$ cat src/lcsf_defines.vh
`ifndef LCSF_DEFINES_VH
`define LCSF_DEFINES_VH
// ---------------------------------------------------------------
// register map (word addresses on the configuration port)
// ---------------------------------------------------------------
`define LCSF_LINK_BASE 8'h80
`define LCSF_STAT_BASE 8'ha0
`define LCSF_IRQ_STATUS 8'hc0
`define LCSF_IRQ_MASK 8'hc1
// ---------------------------------------------------------------
// link control/status field positions
// ---------------------------------------------------------------
`define LCSF_L_EN 31
`define LCSF_L_WIDE 30
`define LCSF_L_ERR 27
`define LCSF_L_RXCR 26
`define LCSF_L_TXCR 25
`define LCSF_L_HELLO 24
`define LCSF_L_RXRST 23
`define LCSF_L_SYM_HI 21
`define LCSF_L_SYM_LO 11
`define LCSF_L_TOK_HI 10
`define LCSF_L_TOK_LO 0
// ---------------------------------------------------------------
// static forwarding field positions
// ---------------------------------------------------------------
`define LCSF_S_EN 31
`define LCSF_S_CORE 8
`define LCSF_S_EP_HI 4
`define LCSF_S_EP_LO 0
// ---------------------------------------------------------------
// reset values
// ---------------------------------------------------------------
`define LCSF_GAP_RST 11'h000
`define LCSF_EP_RST 5'h00
`endif

$ cat src/lcsf_link_config.v
// Functional notes
// - top bit enables or disables link
// - enable bit steers shared port muxing
// - bit 30 selects two/five wires
// - bit 27 flags overflow or illegal token
// - bit 26 shows credit granted remote
// - bit 25 shows credit held locally
// - bit 24 clears credit, sends greeting
// - bit 23 restarts receiver token framing
// - bits 21:11 inter-symbol gap minus one
// - bits 10:0 inter-token gap minus one
// - eight link registers, links zero-seven
// - static enable forwards all, no routing
// - static registers map C,D,A,B,G,H,E,F
// - static bit 8 picks core
// - static bits 4:0 pick endpoint
//
// The strobed register port was left to the implementer.
`timescale 1ns/1ps
`include "lcsf_defines.vh"

module lcsf_link_config #(
    parameter NLINK = 8,   // external links
    parameter GAPW = 11    // gap field width
) (
    input wire ref_clk_i,
    input wire resetn_i,
    input wire [7:0] addr_i,
    input wire [31:0] wdata_i,
    input wire wr_i,
    input wire rd_i,
    output reg [31:0] rdata_o,
    // per-link status from the link engines
    input wire [NLINK-1:0] rx_overflow_i,
    input wire [NLINK-1:0] rx_illegal_i,
    input wire [NLINK-1:0] rx_credit_given_i,
    input wire [NLINK-1:0] tx_credit_held_i,
    // per-link controls to the link engines
    output reg [NLINK-1:0] link_enable_o,
    output reg [NLINK-1:0] pin_mux_sel_o,
    output reg [NLINK-1:0] five_wire_select_o,
    output reg [NLINK-1:0] send_greeting_token_o,
    output reg [NLINK-1:0] credit_clear_o,
    output reg [NLINK-1:0] receiver_restart_o,
    output reg [NLINK*GAPW-1:0] sym_gap_o,
    output reg [NLINK*GAPW-1:0] tok_gap_o,
    // static forwarding, indexed by link number 0..7 (A=0 .. H=7)
    output reg [NLINK-1:0] fixed_forward_on_o,
    output reg [NLINK-1:0] fixed_forward_core_o,
    output reg [NLINK*5-1:0] fixed_forward_endpoint_o,
    output reg irq_o
);

// ---------------------------------------------------------------
// address decode helpers
// ---------------------------------------------------------------
// static slot order C,D,A,B,G,H,E,F -> link number
function [2:0] slot_to_link;
    input [2:0] slot;
    begin
        slot_to_link = {slot[2], ~slot[1], slot[0]};
    end
endfunction

// link number -> static slot (the map is its own inverse)
function [2:0] link_to_slot;
    input [2:0] lnk;
    begin
        link_to_slot = {lnk[2], ~lnk[1], lnk[0]};
    end
endfunction

// ---------------------------------------------------------------
// storage
// ---------------------------------------------------------------
reg [NLINK-1:0] en_reg;           // link enables
reg [NLINK-1:0] wide_reg;         // five-wire select
reg [NLINK-1:0] err_reg;          // sticky receive error
reg [GAPW-1:0] sym_reg [0:NLINK-1]; // inter-symbol gap
reg [GAPW-1:0] tok_reg [0:NLINK-1]; // inter-token gap
reg [NLINK-1:0] fon_reg;          // static forward enable
reg [NLINK-1:0] fcore_reg;        // static core
reg [4:0] fep_reg [0:NLINK-1];    // static endpoint
reg [NLINK-1:0] ist_reg;          // interrupt status
reg [NLINK-1:0] imask_reg;        // interrupt mask

wire lnk_hit = (addr_i[7:3] == 5'h10); // 0x80..0x87
wire sta_hit = (addr_i[7:3] == 5'h14); // 0xa0..0xa7
wire [2:0] idx = addr_i[2:0];
wire [2:0] sidx = slot_to_link(addr_i[2:0]);
wire [NLINK-1:0] err_evt = rx_overflow_i | rx_illegal_i;

integer k;

// ---------------------------------------------------------------
// register writes
// ---------------------------------------------------------------
// the error flag is read-only, so it clears only on a receiver
// restart write; it stays set until then to keep evidence
always @(posedge ref_clk_i) begin
    if (!resetn_i) begin
        en_reg <= {NLINK{1'b0}};
        wide_reg <= {NLINK{1'b0}};
        err_reg <= {NLINK{1'b0}};
        fon_reg <= {NLINK{1'b0}};
        fcore_reg <= {NLINK{1'b0}};
        ist_reg <= {NLINK{1'b0}};
        imask_reg <= {NLINK{1'b0}};
        for (k = 0; k < NLINK; k = k + 1) begin
            sym_reg[k] <= `LCSF_GAP_RST;
            tok_reg[k] <= `LCSF_GAP_RST;
            fep_reg[k] <= `LCSF_EP_RST;
        end
    end else begin
        // receive error: set on event, restart clears, set wins
        for (k = 0; k < NLINK; k = k + 1) begin
            if (err_evt[k]) begin
                err_reg[k] <= 1'b1;
            end else if (wr_i && lnk_hit && idx == k &&
                         wdata_i[`LCSF_L_RXRST]) begin
                err_reg[k] <= 1'b0;
            end
        end
        // interrupt status: set wins over write-one-to-clear
        if (wr_i && addr_i == `LCSF_IRQ_STATUS) begin
            ist_reg <= (ist_reg & ~wdata_i[NLINK-1:0]) | err_evt;
        end else begin
            ist_reg <= ist_reg | err_evt;
        end
        if (wr_i && lnk_hit) begin
            // only writable fields stored
            en_reg[idx] <= wdata_i[`LCSF_L_EN];
            wide_reg[idx] <= wdata_i[`LCSF_L_WIDE];
            sym_reg[idx] <=
                wdata_i[`LCSF_L_SYM_HI:`LCSF_L_SYM_LO];
            tok_reg[idx] <=
                wdata_i[`LCSF_L_TOK_HI:`LCSF_L_TOK_LO];
        end else if (wr_i && sta_hit) begin
            fon_reg[sidx] <= wdata_i[`LCSF_S_EN];
            fcore_reg[sidx] <= wdata_i[`LCSF_S_CORE];
            fep_reg[sidx] <=
                wdata_i[`LCSF_S_EP_HI:`LCSF_S_EP_LO];
        end else if (wr_i && addr_i == `LCSF_IRQ_MASK) begin
            imask_reg <= wdata_i[NLINK-1:0];
        end
    end
end

// ---------------------------------------------------------------
// command pulses and registered outputs
// ---------------------------------------------------------------
// outputs come from flops: pulses appear one cycle after write
genvar g;
generate
    for (g = 0; g < NLINK; g = g + 1) begin : g_out
        wire hit = wr_i && lnk_hit && (idx == g);
        always @(posedge ref_clk_i) begin
            if (!resetn_i) begin
                send_greeting_token_o[g] <= 1'b0;
                credit_clear_o[g] <= 1'b0;
                receiver_restart_o[g] <= 1'b0;
                sym_gap_o[g*GAPW +: GAPW] <= `LCSF_GAP_RST;
                tok_gap_o[g*GAPW +: GAPW] <= `LCSF_GAP_RST;
                fixed_forward_endpoint_o[g*5 +: 5] <= `LCSF_EP_RST;
            end else begin
                // greeting also drops local credit
                send_greeting_token_o[g] <=
                    hit && wdata_i[`LCSF_L_HELLO];
                credit_clear_o[g] <= hit && wdata_i[`LCSF_L_HELLO];
                // next symbol begins a token
                receiver_restart_o[g] <= hit && wdata_i[`LCSF_L_RXRST];
                sym_gap_o[g*GAPW +: GAPW] <= sym_reg[g];
                tok_gap_o[g*GAPW +: GAPW] <= tok_reg[g];
                fixed_forward_endpoint_o[g*5 +: 5] <= fep_reg[g];
            end
        end
    end
endgenerate

// ---------------------------------------------------------------
// level outputs
// ---------------------------------------------------------------
always @(posedge ref_clk_i) begin
    if (!resetn_i) begin
        link_enable_o <= {NLINK{1'b0}};
        pin_mux_sel_o <= {NLINK{1'b0}};
        five_wire_select_o <= {NLINK{1'b0}};
        fixed_forward_on_o <= {NLINK{1'b0}};
        fixed_forward_core_o <= {NLINK{1'b0}};
        irq_o <= 1'b0;
    end else begin
        link_enable_o <= en_reg;
        // shared pins follow the enabled link
        pin_mux_sel_o <= en_reg;
        five_wire_select_o <= wide_reg;
        fixed_forward_on_o <= fon_reg;
        fixed_forward_core_o <= fcore_reg;
        irq_o <= |(ist_reg & imask_reg);
    end
end

// ---------------------------------------------------------------
// read path, data valid the cycle after the strobe
// ---------------------------------------------------------------
reg [31:0] rd_next;
reg [2:0] rl;
always @* begin
    rd_next = 32'h0000_0000; // unmapped and reserved read zero
    rl = slot_to_link(addr_i[2:0]);
    if (lnk_hit) begin
        rd_next[`LCSF_L_EN] = en_reg[idx];
        rd_next[`LCSF_L_WIDE] = wide_reg[idx];
        rd_next[`LCSF_L_ERR] = err_reg[idx];
        rd_next[`LCSF_L_RXCR] = rx_credit_given_i[idx];
        rd_next[`LCSF_L_TXCR] = tx_credit_held_i[idx];
        rd_next[`LCSF_L_SYM_HI:`LCSF_L_SYM_LO] = sym_reg[idx];
        rd_next[`LCSF_L_TOK_HI:`LCSF_L_TOK_LO] = tok_reg[idx];
    end else if (sta_hit) begin
        rd_next[`LCSF_S_EN] = fon_reg[rl];
        rd_next[`LCSF_S_CORE] = fcore_reg[rl];
        rd_next[`LCSF_S_EP_HI:`LCSF_S_EP_LO] = fep_reg[rl];
    end else if (addr_i == `LCSF_IRQ_STATUS) begin
        rd_next[NLINK-1:0] = ist_reg;
    end else if (addr_i == `LCSF_IRQ_MASK) begin
        rd_next[NLINK-1:0] = imask_reg;
    end
end

always @(posedge ref_clk_i) begin
    if (!resetn_i) begin
        rdata_o <= 32'h0000_0000;
    end else if (rd_i) begin
        rdata_o <= rd_next;
    end else begin
        rdata_o <= 32'h0000_0000;
    end
end

endmodule

$ cat config.mk
export PLATFORM = sky130hd
export DESIGN_NAME = lcsf_link_config
export DESIGN_NICKNAME = d
export VERILOG_FILES = /design/src/lcsf_link_config.v
export VERILOG_INCLUDE_DIRS = /design/src
export SDC_FILE = /design/constraint.sdc
export NUM_CORES = 1
export LEC_CHECK = 0
export BUFFER_PORTS_ARGS = -buffer_cell sky130_fd_sc_hd__buf_4
export CAP_MARGIN = 10
export CORE_MARGIN = 2
export CORE_UTILIZATION = 39
export CTS_CLUSTER_DIAMETER = 100
export DETAILED_ROUTE_END_ITERATION = 10
export GPL_TIMING_DRIVEN = 0
export PLACE_DENSITY_LB_ADDON = 0.05
export SYNTH_ARGS = -nofsm -noshare
export SYNTH_HDL_FRONTEND = slang
export SYNTH_SLANG_ARGS = --single-unit
$ cat constraint.sdc
create_clock -name ref_clk_i -period 4.89 [get_ports ref_clk_i]
set_input_delay 0.7335 -clock ref_clk_i [delete_from_list [all_inputs] [get_ports ref_clk_i]]
set_output_delay 0.7335 -clock ref_clk_i [all_outputs]
set_load 0.03 [all_outputs]
==> run_results.csv <==
group,metric,value,unit
timing,hold_viol,0,
placement,globalplace.congestion,0.866,
cts,clk_latency,0.62,ns
route,wl_per_cell,26.8,um
cts,clk_pin_slew,0.06,ns
worst_hold_path,hold_path.class,"in -> reg",
global_route,grt_start_max_net_pins,17,
setup_path,cp_max_fo,10,
yosys,ys_seq_elements,564,
floorplan,coreArea,51500,um2
final_layout,nNetsFinal,2075,
pwr,ir_drop,0.294,mV
cts,clkSinkCount,564,
timing,finalSetupViolCount,0,
cts,cts_buffers,57,
timing,timing.fmax,319,MHz
final_layout,layout-drive-gt1-share,0.300,
timing,final_max_slew_viol_count,0,
yosys,yosys_warnings,0,
floorplan,core.rowCount,83,
timing,clock_skew,0.0205,ns
setup_path,required,5.37,ns
global_route,grt_pass1_vias,14100,
setup_path,crit_arrival,3.62,ns
cts,hold_buffers,0,
yosys,synth.distinct_cells,52,
pwr,total_power,10.7,mW
global_route,grt_first_pass_wirelength,101000,um
cts,htree_num_levels,2,
floorplan,initial_core_util,0.395,
timing,tightest_slew,1.38,ns
yosys,syn_avg_cell_area,13.1,um2
route,drtAntennaViolNets,0,
final_layout,fin_util,0.511,
yosys,syn_inst,1555,
floorplan,die_height,232,um
cts,cts_tree,"done",
route,via_per_inst,5.12,
yosys,ys_seq_area_frac,0.661,
cts,clk_path_buf_depth,3,
route,vias,14000,
floorplan,die_w,232,um
placement,place_ws,1.17,ns
yosys,ys.flop_type,"dfxtp_1",
timing,rsz0062_at_grt,"no",
placement,port_buffers,373,
run,maxCapViolCount,0,
global_route,track_usage,0.268,
yosys,synth_edf_count,216,
global_route,gr-total-overflow,0,
floorplan,io_pins,389,
timing,slew-limit-headroom,0.0825,
cts,cts_resized,0,
outcome,status,"completed",
setup_path,critPathCaptureType,"register",
final_layout,area_growth,29.3,%
floorplan,die-area,54000,um2
route,drt_iter0_drc,1400,
placement,hpwl,52500,um
route,first_pass_iters,5,
yosys,async_flop_share,0,
setup_path,worstSetupPathType,"in -> reg",
timing,setup_ws,1.76,ns
cts,cts_setup_buffers,0,
route,wl,73200,um
global_route,antenna_found_initial,4,
route,route.detailed.drc,0,
cts,cts_root_buf,"clkbuf_16",
pwr,p_per_area,408,nW/um2
pwr,power.leakage,10.4,nW
yosys,syn_area,20400,um2
timing,post-route-period-util,0.641,
timing,fin_crit,3.13,ns
setup_path,critPathLaunchType,"input pin",
layout by cell type, fill, tap and decap left out, types with 6 or more instances in the layout:
cell type,count
buf_16,6
clkinv_1,10
mux4_2,66
buf_4,398
nor4_2,7
clkinv_2,13
o21ai_1,8
clkbuf_1,91
a22o_1,10
buf_1,6
nand3_1,7
nor2_1,52
clkbuf_16,63
mux2i_1,45
buf_2,21
edfxtp_1,216
diode_2,6
a21oi_1,33
inv_1,8
dfxtp_1,348
and2_1,369
nor3_1,116
o21a_1,6
clkbuf_8,10
o21ai_4,8
nand2_1,48
o31ai_1,8
cell usage after synthesis (6+ instances only):
library cell  instances  area, um2
nor2_1               52        195
buf_1                 6       22.5
o21ai_1               8       40.0
buf_4                25        188
nand2_1              48        180
a22o_1               10       87.6
o21ai_0              11       55.1
edfxtp_1            216       6490
inv_1                 8       30.0
o31ai_1               8       60.1
o21a_1                6       45.0
clkinv_1              9       33.8
mux4_2               66       1490
nor4_2                7       87.6
nor3_1              116        581
and2_1              369       2310
a21oi_1              33        165
nand3_1               7       35.0
dfxtp_1             348       6970
buf_2                21        105
clkbuf_1             83        312
mux2i_1              45        450
metrics by stage:
step / std cells / hold slack, ns / area [um2] / setup TNS, ns
6_report: 2733 / 0.371 / 26300 / 0
5_1_grt: 2727 / 0.362 / 26300 / 0
4_1_cts: 2727 / 0.347 / 26300 / 0
3_5_place_dp: 2620 / 0.456 / 24300 / 0
3_3_place_gp: 2612 / 0.452 / 24000 / -240.42
2_1_floorplan: 1559 / 0.442 / 20400 / 0
path summary, 6_finish.rpt:
path                 start                end  slack (ns)  cells past startpoint
max              addr_i[1]      tok_reg[6][8]        1.76                      6
min            wdata_i[24]  credit_clear_o[6]        0.37                      2
max reg2reg  fep_reg[0][1]         rdata_o[1]        2.84                      4
min reg2reg  tok_reg[4][6]      tok_gap_o[50]        0.46                      1
routing by layer:
| metal | track usage | share of wire |
|---|---|---|
| met1 | 0.362 | 0.41 |
| met2 | 0.421 | 0.46 |
| met3 | 0.0772 | 0.10 |
| met4 | 0.0750 | 0.026 |
| met5 | 0 | 0 |
area by class of cell:
| type | instances | area (um2) |
|---|---|---|
| diodes | 6 | 15.0 |
| plain buffers | 135 | 627 |
| clock buffers | 81 | 1740 |
| clock inverters | 26 | 251 |
| fillers | 4661 | 25200 |
| inverters | 17 | 63.8 |
| multi-input cells | 843 | 6320 |
| flip-flops and latches | 564 | 13500 |
| well taps | 680 | 851 |
| repair buffers | 381 | 3010 |
critical path: stages:
cell and delay, ns:
buf_2 0.20, buf_2 0.40, nand3b_1 0.61, nor2_1 0.84
clkbuf_1 0.59, and2_1 0.22
where the power goes:
part / switching [mW] / internal, mW
Combinational: 0.630 / 0.345
Sequential: 0.0940 / 5.07
Clock: 1.89 / 2.70
cells by family after synthesis:
logic type	count (synthesis)	synth area share
compound gates	93	0.0289
buf+inv	152	0.0339
flops	564	0.661
mux	115	0.0974
other cells	1	0.000184
simple gates	630	0.179
Note: power is estimated with default switching activity, not from simulation.
